<file path="config.mk">
export PLATFORM = sky130hd
export DESIGN_NAME = qsd_device_end_flat
export DESIGN_NICKNAME = d
export VERILOG_FILES = /design/src/include/qsd_pkg.sv /design/src/include/qsd_link_if.sv /design/src/qsd_device_end.sv /design/src/flat_wrapper.sv
export VERILOG_INCLUDE_DIRS = /design/src /design/src/include
export SDC_FILE = /design/constraint.sdc
export NUM_CORES = 1
export LEC_CHECK = 0
export ABC_AREA = 1
export CAP_MARGIN = 20
export CORE_AREA = 2 2 144 146
export DETAILED_ROUTE_END_ITERATION = 10
export DIE_AREA = 0 0 146 148
export DONT_BUFFER_PORTS = 1
export PLACE_DENSITY_LB_ADDON = 0.3
export REMOVE_ABC_BUFFERS = 1
export SLEW_MARGIN = 20
export SYNTH_ARGS = -nofsm -noshare
export SYNTH_HDL_FRONTEND = slang
export SYNTH_SLANG_ARGS = --single-unit
</file>
<file path="constraint.sdc">
create_clock -name sys_clk -period 1.1 [get_ports sys_clk]
set_clock_uncertainty 0.15 [all_clocks]
set_input_delay 0.165 -clock sys_clk [delete_from_list [all_inputs] [get_ports sys_clk]]
set_output_delay 0.165 -clock sys_clk [all_outputs]
set_load 0.01 [all_outputs]
</file>
<file path="src/include/qsd_cfg.svh">
// Constants of the queued send decoder: field positions, codes, offsets.
// Assumes the includer is on one clock at 50 MHz.
`ifndef QSD_CFG_SVH
`define QSD_CFG_SVH
`define QSD_SUB_HI        12
`define QSD_SUB_LO        8
`define QSD_SUB_RSVD_MIN  5'h05
`define QSD_RNG_LEN_HI    63
`define QSD_RNG_LEN_LO    48
`define QSD_RNG_LBA_HI    47
`define QSD_RNG_LBA_LO    0
`define QSD_BLK_ENTRIES   64
`define QSD_AUX_DISCARD   0
`define QSD_AUX_FUNC_HI   15
`define QSD_AUX_FUNC_LO   8
`define QSD_RSVD_LOG      32'hffff_ffff
`define QSD_RSVD_ZONED    32'hffff_0000
`define QSD_RSVD_RANGE    32'hffff_00fe
`define QSD_RSVD_EVICT    32'hffff_fffe
`define QSD_OFF_CTRL      12'h000
`define QSD_OFF_CMD       12'h004
`define QSD_OFF_FEAT      12'h008
`define QSD_OFF_LBALO     12'h00c
`define QSD_OFF_LBAHI     12'h010
`define QSD_OFF_AUX       12'h014
`define QSD_OFF_QWLO      12'h018
`define QSD_OFF_QWHI      12'h01c
`define QSD_OFF_STAT      12'h020
`define QSD_OFF_BASE      12'h024
`define QSD_OFF_PTR       12'h080
`define QSD_CTRL_ISSUE    0
`define QSD_CTRL_LAST     1
`define QSD_CTRL_SEND     3
`define QSD_CMD_TAG_HI    20
`define QSD_CMD_TAG_LO    16
`endif

</file>
<file path="src/include/qsd_pkg.sv">
// Types shared by both ends of the queued send decoder.
// Assumes qsd_cfg.svh for numeric constants.
package qsd_pkg;
	typedef enum logic [4:0] {
		SUB_RANGE = 5'h00,
		SUB_EVICT = 5'h01,
		SUB_LOG   = 5'h02,
		SUB_ZONED = 5'h03,
		SUB_XRNG  = 5'h04
	} qsd_sub_type;
	typedef logic [4:0] qsd_tag_type;
endpackage

</file>
<file path="src/include/qsd_link_if.sv">
// Link between host adapter end and device end, both on sys_clk.
// Assumes a testbench or top joins the two modports.
`timescale 1ns/1ps
interface qsd_link_if;
	logic                cmdValid;
	logic                cmdReady;
	qsd_pkg::qsd_tag_type cmdTag;
	logic [15:0]         cmdCount;
	logic [15:0]         cmdFeatures;
	logic [47:0]         cmdLba;
	logic [31:0]         cmdAux;
	logic                qwValid;
	logic                qwReady;
	logic [63:0]         qwData;
	logic                qwLast;
	logic                dmaSetup;
	qsd_pkg::qsd_tag_type dmaBufId;
	modport host (output cmdValid, cmdTag, cmdCount, cmdFeatures, cmdLba,
		cmdAux, qwValid, qwData, qwLast, input cmdReady, qwReady,
		dmaSetup, dmaBufId);
	modport dev (input cmdValid, cmdTag, cmdCount, cmdFeatures, cmdLba,
		cmdAux, qwValid, qwData, qwLast, output cmdReady, qwReady,
		dmaSetup, dmaBufId);
endinterface

</file>
<file path="src/qsd_device_end.sv">
// Device end: decodes queued send subcommands and unpacks range lists.
// Assumes the host keeps valid and fields steady until ready.
//
// Functional notes
// - Range length sits in entry bits 63:48.
// - Starting block address in entry bits 47:0.
// - Block holds entries 0..63, eight bytes each.
// - Log write is sequential, never reordered.
// - Log write: features count, address in LBA.
// - Zoned out completes in issue order.
// - Zoned out: count, address, aux 15:0.
// - Extended range: params, discard, function code.
// - Buffers chosen by identifier, never address.
// - Buffer identifier equals the command tag.
// - Tags and identifiers are five bits.
// - Host indexes pointer table by identifier.
// - Host fills pointer entry before issuing.
// - Offsets needed only for out-of-order data.
// - Subcommand in count 12:8; 05h+ reserved.
// - Zero length ends the range list.
// - Host sorts entries by rising address.
`timescale 1ns/1ps
`include "qsd_cfg.svh"
module qsd_device_end
(
	input  wire logic                 sys_clk,
	input  wire logic                 rst_b,
	qsd_link_if.dev                   link,
	input  wire logic                 cmdDone,
	output logic                      decValid,
	output qsd_pkg::qsd_tag_type      decTag,
	output logic [4:0]                decSubcode,
	output logic                      decInvalid,
	output logic                      decSequential,
	output logic                      decOrdered,
	output logic [15:0]               decCount,
	output logic [47:0]               decAddress,
	output logic [15:0]               decFeatures,
	output logic                      decDiscard,
	output logic [7:0]                decFunction,
	output logic                      rngValid,
	output logic [5:0]                rngIndex,
	output logic [15:0]               rngLength,
	output logic [47:0]               rngStart,
	output logic                      rngListEnd
);
	logic                 cmdReady_q;
	logic                 barrier_q;
	logic                 dmaSetup_q;
	qsd_pkg::qsd_tag_type dmaBufId_q;
	logic                 decValid_q;
	qsd_pkg::qsd_tag_type decTag_q;
	logic [4:0]           decSubcode_q;
	logic                 decInvalid_q;
	logic                 decSeq_q;
	logic                 decOrd_q;
	logic [15:0]          decCount_q;
	logic [47:0]          decAddress_q;
	logic [15:0]          decFeatures_q;
	logic                 decDiscard_q;
	logic [7:0]           decFunction_q;
	logic                 rngValid_q;
	logic [5:0]           rngIndex_q;
	logic [5:0]           entryCnt_q;
	logic                 stopped_q;
	logic [15:0]          rngLength_q;
	logic [47:0]          rngStart_q;
	logic                 rngListEnd_q;
	logic                 cmdTake;
	logic                 qwTake;
	logic [4:0]           subCode;
	logic [31:0]          rsvdMask;
	logic                 codeBad;
	logic                 isSeq;
	logic                 isOrd;
	logic [15:0]          qwLen;

	assign cmdTake = link.cmdValid && cmdReady_q;
	assign qwTake  = link.qwValid;
	assign subCode = link.cmdCount[`QSD_SUB_HI:`QSD_SUB_LO];
	assign codeBad = subCode >= `QSD_SUB_RSVD_MIN;
	assign isSeq   = subCode == qsd_pkg::SUB_LOG;
	// Every zoned out is held ordered; the zoned action is not decoded here
	assign isOrd   = subCode == qsd_pkg::SUB_ZONED;
	assign qwLen   = link.qwData[`QSD_RNG_LEN_HI:`QSD_RNG_LEN_LO];

	always_comb
	begin
		unique case (subCode)
			qsd_pkg::SUB_LOG:   rsvdMask = `QSD_RSVD_LOG;
			qsd_pkg::SUB_ZONED: rsvdMask = `QSD_RSVD_ZONED;
			qsd_pkg::SUB_EVICT: rsvdMask = `QSD_RSVD_EVICT;
			default:            rsvdMask = `QSD_RSVD_RANGE;
		endcase
	end

	always_ff @(posedge sys_clk or negedge rst_b)
	begin
		if (!rst_b)
			barrier_q <= 1'b0;
		else if (cmdTake && !codeBad && (isSeq || isOrd))
			barrier_q <= 1'b1;
		else if (cmdDone)
			barrier_q <= 1'b0;
	end

	// One command per two cycles; barrier stalls the host until done
	always_ff @(posedge sys_clk or negedge rst_b)
	begin
		if (!rst_b)
			cmdReady_q <= 1'b0;
		else
			cmdReady_q <= !cmdTake && !barrier_q
				&& !(cmdTake && (isSeq || isOrd));
	end

	always_ff @(posedge sys_clk or negedge rst_b)
	begin
		if (!rst_b)
		begin
			dmaSetup_q <= 1'b0;
			dmaBufId_q <= 5'h00;
		end
		else
		begin
			dmaSetup_q <= cmdTake && !codeBad
				&& (link.cmdAux & rsvdMask) == 32'h0000_0000
				&& subCode != qsd_pkg::SUB_ZONED;
			if (cmdTake)
				dmaBufId_q <= link.cmdTag;
		end
	end

	always_ff @(posedge sys_clk or negedge rst_b)
	begin
		if (!rst_b)
		begin
			decValid_q    <= 1'b0;
			decTag_q      <= 5'h00;
			decSubcode_q  <= 5'h00;
			decInvalid_q  <= 1'b0;
			decSeq_q      <= 1'b0;
			decOrd_q      <= 1'b0;
			decCount_q    <= 16'h0000;
			decAddress_q  <= 48'h0000_0000_0000;
			decFeatures_q <= 16'h0000;
			decDiscard_q  <= 1'b0;
			decFunction_q <= 8'h00;
		end
		else
		begin
			decValid_q <= cmdTake;
			if (cmdTake)
			begin
				decTag_q      <= link.cmdTag;
				decSubcode_q  <= subCode;
				decInvalid_q  <= codeBad
					|| (link.cmdAux & rsvdMask) != 32'h0000_0000;
				decSeq_q      <= isSeq;
				decOrd_q      <= isOrd;
				decCount_q    <= link.cmdFeatures;
				decAddress_q  <= link.cmdLba;
				decFeatures_q <= link.cmdAux[15:0];
				decDiscard_q  <= link.cmdAux[`QSD_AUX_DISCARD];
				decFunction_q <=
					link.cmdAux[`QSD_AUX_FUNC_HI:`QSD_AUX_FUNC_LO];
			end
		end
	end

	always_ff @(posedge sys_clk or negedge rst_b)
	begin
		if (!rst_b)
			entryCnt_q <= 6'h00;
		else if (cmdTake)
			entryCnt_q <= 6'h00;
		else if (qwTake)
			entryCnt_q <= qwTake && link.qwLast ? 6'h00 : entryCnt_q + 6'h01;
	end

	always_ff @(posedge sys_clk or negedge rst_b)
	begin
		if (!rst_b)
			stopped_q <= 1'b0;
		else if (cmdTake || (qwTake && link.qwLast))
			stopped_q <= 1'b0;
		else if (qwTake && qwLen == 16'h0000)
			stopped_q <= 1'b1;
	end

	always_ff @(posedge sys_clk or negedge rst_b)
	begin
		if (!rst_b)
		begin
			rngValid_q   <= 1'b0;
			rngIndex_q   <= 6'h00;
			rngLength_q  <= 16'h0000;
			rngStart_q   <= 48'h0000_0000_0000;
			rngListEnd_q <= 1'b0;
		end
		else
		begin
			rngValid_q   <= qwTake && !stopped_q && qwLen != 16'h0000;
			rngListEnd_q <= qwTake && link.qwLast;
			if (qwTake)
			begin
				rngIndex_q  <= entryCnt_q;
				rngLength_q <= qwLen;
				rngStart_q  <=
					link.qwData[`QSD_RNG_LBA_HI:`QSD_RNG_LBA_LO];
			end
		end
	end

	// Data is never stalled; the range list drains at one entry a cycle
	// in order, no offsets
	assign link.qwReady  = 1'b1;
	assign link.cmdReady = cmdReady_q;
	assign link.dmaSetup = dmaSetup_q;
	assign link.dmaBufId = dmaBufId_q;
	assign decValid      = decValid_q;
	assign decTag        = decTag_q;
	assign decSubcode    = decSubcode_q;
	assign decInvalid    = decInvalid_q;
	assign decSequential = decSeq_q;
	assign decOrdered    = decOrd_q;
	assign decCount      = decCount_q;
	assign decAddress    = decAddress_q;
	assign decFeatures   = decFeatures_q;
	assign decDiscard    = decDiscard_q;
	assign decFunction   = decFunction_q;
	assign rngValid      = rngValid_q;
	assign rngIndex      = rngIndex_q;
	assign rngLength     = rngLength_q;
	assign rngStart      = rngStart_q;
	assign rngListEnd    = rngListEnd_q;
endmodule

</file>
<file path="src/flat_wrapper.sv">
// flat-port wrapper written by rule: the top's interface ports become plain ports
module qsd_device_end_flat 
  (sys_clk, rst_b, cmdDone, decValid, decTag, decSubcode, decInvalid, decSequential, decOrdered, decCount, decAddress, decFeatures, decDiscard, decFunction, rngValid, rngIndex, rngLength, rngStart, rngListEnd, link_cmdValid, link_cmdTag, link_cmdCount, link_cmdFeatures, link_cmdLba, link_cmdAux, link_qwValid, link_qwData, link_qwLast, link_cmdReady, link_qwReady, link_dmaSetup, link_dmaBufId);
  qsd_link_if link_i ();
  input  wire logic sys_clk;
  input  wire logic rst_b;
  input  wire logic cmdDone;
  output logic decValid;
  output qsd_pkg::qsd_tag_type decTag;
  output logic [4:0] decSubcode;
  output logic decInvalid;
  output logic decSequential;
  output logic decOrdered;
  output logic [15:0] decCount;
  output logic [47:0] decAddress;
  output logic [15:0] decFeatures;
  output logic decDiscard;
  output logic [7:0] decFunction;
  output logic rngValid;
  output logic [5:0] rngIndex;
  output logic [15:0] rngLength;
  output logic [47:0] rngStart;
  output logic rngListEnd;
  input wire logic [$bits(link_i.cmdValid)-1:0] link_cmdValid;
  input wire logic [$bits(link_i.cmdTag)-1:0] link_cmdTag;
  input wire logic [$bits(link_i.cmdCount)-1:0] link_cmdCount;
  input wire logic [$bits(link_i.cmdFeatures)-1:0] link_cmdFeatures;
  input wire logic [$bits(link_i.cmdLba)-1:0] link_cmdLba;
  input wire logic [$bits(link_i.cmdAux)-1:0] link_cmdAux;
  input wire logic [$bits(link_i.qwValid)-1:0] link_qwValid;
  input wire logic [$bits(link_i.qwData)-1:0] link_qwData;
  input wire logic [$bits(link_i.qwLast)-1:0] link_qwLast;
  output wire logic [$bits(link_i.cmdReady)-1:0] link_cmdReady;
  output wire logic [$bits(link_i.qwReady)-1:0] link_qwReady;
  output wire logic [$bits(link_i.dmaSetup)-1:0] link_dmaSetup;
  output wire logic [$bits(link_i.dmaBufId)-1:0] link_dmaBufId;
  assign link_i.cmdValid = link_cmdValid;
  assign link_i.cmdTag = link_cmdTag;
  assign link_i.cmdCount = link_cmdCount;
  assign link_i.cmdFeatures = link_cmdFeatures;
  assign link_i.cmdLba = link_cmdLba;
  assign link_i.cmdAux = link_cmdAux;
  assign link_i.qwValid = link_qwValid;
  assign link_i.qwData = link_qwData;
  assign link_i.qwLast = link_qwLast;
  assign link_cmdReady = link_i.cmdReady;
  assign link_qwReady = link_i.qwReady;
  assign link_dmaSetup = link_i.dmaSetup;
  assign link_dmaBufId = link_i.dmaBufId;
  qsd_device_end u_core (.sys_clk(sys_clk), .rst_b(rst_b), .link(link_i), .cmdDone(cmdDone), .decValid(decValid), .decTag(decTag), .decSubcode(decSubcode), .decInvalid(decInvalid), .decSequential(decSequential), .decOrdered(decOrdered), .decCount(decCount), .decAddress(decAddress), .decFeatures(decFeatures), .decDiscard(decDiscard), .decFunction(decFunction), .rngValid(rngValid), .rngIndex(rngIndex), .rngLength(rngLength), .rngStart(rngStart), .rngListEnd(rngListEnd));
endmodule
</file>
* Yosys cells after proc, flatten, opt, wreduce, memory -nomap -nowiden
Cells that the tools add are included.
** Cells by class
- $mul :: 0
- Order comparisons :: 1
- Bitwise gates (word level) :: 1
- Divide/modulo/power cells :: 0
- Add/sub/neg operators :: 1
- Muxes and demuxes :: 8
- Eq/ne operators :: 4
- Reductions and logical operators :: 27
- Shifts and indexed selects :: 0
** Operator list (number)
- $pmux 16 s3 :: 1
- $and 32x32->32 :: 1
- $logic_not 32->1 :: 1
- $reduce_bool 32->1 :: 1
- $mux 6 :: 3
- $logic_not 16->1 :: 1
- $reduce_bool 16->1 :: 1
- $logic_and 1x1->1 :: 12
- $eq 5x2->1 const B :: 2
- $add 6x1->6 const B :: 1
- $reduce_bool 2->1 :: 3
- $eq 5x1->1 const B :: 1
- $ge 5x3->1 const B :: 1
- $logic_not 1->1 :: 5
- $ne 5x2->1 const B :: 1
- $mux 1 :: 4
- $logic_or 1x1->1 :: 3
** Word-level totals
- ROM bits :: 0
- Flip-flop bits (word level) :: 185
- Memories kept :: 0
- Input bits :: 187
- Bits in latches :: 0
- Memory bits (writable) :: 0
- Logic and storage cells :: 63
- Output and inout bits :: 183

* Logic depth before layout (Yosys ltp)
- Depth in word-level cells :: 6
- Mapped depth :: 8
- Depth with buffers taken out :: 8

* Worst setup path before layout
No wires, ideal clock.
- Path type :: reg2reg
- From :: reg u_core.cmdReady_q, in the netlist u_core.link.cmdReady
- To :: reg u_core.decAddress_q[10], in the netlist u_core.decAddress[10]
- Slack :: -152 ps
- Arrival time :: 985 ps
- Library setup time :: 116 ps
- Cell stages (with the launch flop) :: 7
- Path buffers :: 2
- Clock period less this slack :: 1252 ps
- Data required time :: 834 ps
- Path through :: dfrtp_1 > nand2_2 > inv_2 > buf_4 > buf_4 > nand2_1 > nand2_1
** On the way
- Cells in the longest elaborated chain, start to end :: 1
** RTL lines
- start: declaration :: RTL line qsd_device_end.sv:47 : logic cmdReady_q;
- start signal: assignment :: RTL line qsd_device_end.sv:113 : cmdReady_q <= !cmdTake && !barrier_q
- $logic_and 1x1->1 :: RTL line qsd_device_end.sv:78 : assign cmdTake = link.cmdValid && cmdReady_q;
- end signal: assignment :: RTL line qsd_device_end.sv:162 : decAddress_q <= link.cmdLba;
- end: declaration :: RTL line qsd_device_end.sv:58 : logic [47:0] decAddress_q;
No other way between the ends.
A chain may end at the register's enable or synchronous reset.

* Worst setup path after layout
- From :: reg u_core.cmdReady_q, in the netlist u_core.link.cmdReady
- To :: reg u_core.decSubcode_q[1], in the netlist u_core.decSubcode[1]
** On the way
- Cells in the longest elaborated chain, start to end :: 1
** RTL lines
- $logic_and 1x1->1 :: RTL line qsd_device_end.sv:78
- end signal: assignment :: RTL line qsd_device_end.sv:156 : decSubcode_q <= subCode;
- end: declaration :: RTL line qsd_device_end.sv:53 : logic [4:0] decSubcode_q;
No other way between the ends.

==> results.yml <==
timing:
  fmax_mhz: 711.0
  hold_viol: 256
  setup_viol: 317
  tns_ps: -34250
  maxSlewViolCount: 0
  rsz0062_at_grt: "yes"
  period_needed_ps: 1407
  timing.final.crit_share_pct: 127.9
  layout_setup_ws_ps: -306.5
  hold_ws_ps: -717.8
place:
  dp.cells: 1098
  dp_hpwl_mm: 13.56
  place_congestion: 0.7773
  post-place-ws_ps: -322.1
  placed_area_um2: 7430
  portBuffers: 0
global_routing:
  grt.overflow.total: 0
  grt_pass1_vias: 6379
  antenna_found_initial: 0
  grt_max_degree: 177
  grt_pass1_wl_mm: 33.71
  grtUsageTotal_pct: 19.68
cts:
  cts-root-buf: "clkbuf_16"
  clk_path_buf_depth: 2
  htreeDepth: 4
  cts.sinks: 176
  worstSkewPairLatency_ps: 420
  cts-buffers-inserted: 17
  clkTransAtPathRegs_ps: 70
  cts_tree: "done"
run:
  max_cap_violations: 0
critical_path:
  r2r_end: "u_core.decSubcode[1]$_DFFE_PN0P_"
  required_ps: 1250
  rr_startpoint: "u_core.link.cmdReady$_DFF_PN0_"
  cp.arrival_ps: 1550
  worstSetupStartpoint: "u_core.link.cmdReady$_DFF_PN0_"
  worstSetupPathType: "flop to flop"
  crit_fanout: 6
  reg2reg_depth: 6
  cp-start-kind: "flop"
  crit_end: "u_core.decSubcode[1]$_DFFE_PN0P_"
  regToRegSetupSlack_ps: -310
  end_kind: "flop"
synthesis:
  async_flop_share_pct: 100.0
  avgSynthCellArea_um2: 8.373
  yosys.area.top_type: "dfrtp_1"
  synth_area_um2: 7167
  ys_seq_elements: 176
  synth_edf_count: 0
  ys_seq_area_share_pct: 61.45
  synthDistinctLibCells: 25
  synth_warnings: 0
  synth_area_leaders: "dfrtp_1 (61%), nand2_1 (26%), nor2_1 (2.7%), buf_4 (2.4%), inv_1 (1.6%)"
  synth_top_area_share_pct: 61.45
  syn-instance-count: 856
  ys.flop_type: "dfrtp_1"
floorplanning:
  die-height_um: 148
  start_util_pct: 35.76
  fp.dieW_um: 146
  rows: 52
  dieArea_um2: 21610
  pin_count: 370
  core_um2: 20040
cells_and_area:
  drive_gt1_share_pct: 13.91
  multiInputGateArea_um2: 2484
  postLayoutCoreUtil_pct: 50.80
  stdcell_area_um2: 10180
  seq_area_um2: 4443
  areaGrowthSynthToFinish_pct: 42.04
  fill_cells: 1809
  fin_nets: 1212
  diodes: 0
  fin_cells: 1305
power:
  totalPowerFinal_mw: 16.78
  p_leak_nw: 5.133
  irDropWorstVdd_mv: 1.007
  p_per_area_nw_per_um2: 1649
drt:
  drt_iter0_drc: 268
  vias_per_cell: 4.713
  routed_wl_mm: 22.43
  route.vias.total: 6151
  drcViolationCount: 0
  drtAntennaViolNets: 0
  wl_per_cell_um: 17.19
  dr.pass1.iters: 4
worst_hold_path:
  hold_path_class: "primary input to async pin"
status:
  status: "finished with violations"
  violations: "negative hold slack, negative setup slack"
## cell usage in the layout (no fill, tap or decap), drive strengths merged
cell	n
dlygate4sd3	165
clkbuf	23
o21ai	19
ha	1
xor2	1
buf	29
a21oi	2
a211oi	1
clkinvlp	2
bufinv	3
clkinv	3
nand2	499
nand4	1
dfrtp	176
inv	42
nor2	55
o22ai	3
conb	1
nand3	9
## sequential cells by signal, indices dropped and copies added (netlist names)
signal	flops
u_core.rngStart	48
u_core.stopped_q	1
u_core.decSequential	1
u_core.entryCnt_q	6
u_core.decFunction	8
u_core.decInvalid	1
u_core.decValid	1
u_core.decCount	16
u_core.link.dmaBufId	5
u_core.link.dmaSetup	1
u_core.decAddress	48
u_core.decSubcode	5
u_core.barrier_q	1
u_core.rngListEnd	1
u_core.rngValid	1
u_core.rngLength	16
u_core.decFeatures	8
u_core.decOrdered	1
u_core.link.cmdReady	1
u_core.rngIndex	6
## layer usage
metal	up-vias	wire (um)	GRT usage (%)
met2	296	11510	34.98
met3	30	1977	7.593
li1	2896	-	-
met4	0	417	5.922
met5	-	0	0
met1	2929	8518	21.94
## cell type report
cell class                      instances  share of cell area [%]
Timing Repair Buffer                  200                   21.36
Multi-Input combinational cell        592                   24.40
Clock inverter                         13                   1.708
Sequential cell                       176                   43.65
Inverter                               37                   1.389
Clock buffer                           17                   4.179
Tap cell                              270                   3.319
## kinds of logic after synthesis
family / Yosys count / synth area share (%)
other cells: 1 / 0.05232
simple gates: 564 / 30.15
fa+ha+maj: 1 / 0.1746
compound gates: 25 / 1.886
buf+inv: 88 / 6.163
xor+xnor: 1 / 0.1222
flops: 176 / 61.45
## timing repair
action,in CTS,in global routing
setup buffers,0,3
gates resized for setup,38,68
setup endpoints to repair,286,322
hold buffers,165,1
pin swaps,1,11
hold endpoints to repair,347,258
gates cloned,0,9
## power breakdown
group / internal [mW] / total (mW) / switching, mW
combinational: 1.10 / 2.12 / 1.02
clock: 3.60 / 6.28 / 2.67
sequential: 7.28 / 8.39 / 1.12
total: 12.0 / 16.8 / 4.81
## synthesized netlist by cell type (2+ instances only)
cell type  instances
clkbuf_1           7
nor2_1            52
a21oi_1            2
dfrtp_1          176
buf_2             20
nand3_1            9
buf_4             23
o22ai_1            3
nor2_4             2
inv_2              5
nand2_2            2
o21ai_1            4
nand2_1          496
inv_1             31
o21ai_0           14
## worst min-delay path by stage
| stage | startpoint | endpoint | slack, ps |
|---|---|---|---|
| final | rst_b | u_core.rngStart[2]$_DFFE_PN0P_ | -720 |
| after global routing | rst_b | u_core.rngLength[15]$_DFFE_PN0P_ | -750 |
| after CTS | rst_b | u_core.rngStart[2]$_DFFE_PN0P_ | -750 |
| after detailed placement | rst_b | u_core.rngStart[2]$_DFFE_PN0P_ | -280 |
| after global placement | rst_b | u_core.rngStart[2]$_DFFE_PN0P_ | -280 |
| after floorplan | rst_b | u_core.barrier_q$_DFFE_PN0P_ | -280 |
## critical path, cell delays in order (launching register included)
cell and delay [ps]:
dfrtp_1 400, nand2_4 100, buf_12 140, buf_4 170
clkbuf_16 180, nand2_1 50, o21ai_0 90
No activity file was read; power rests on OpenSTA's default activity.
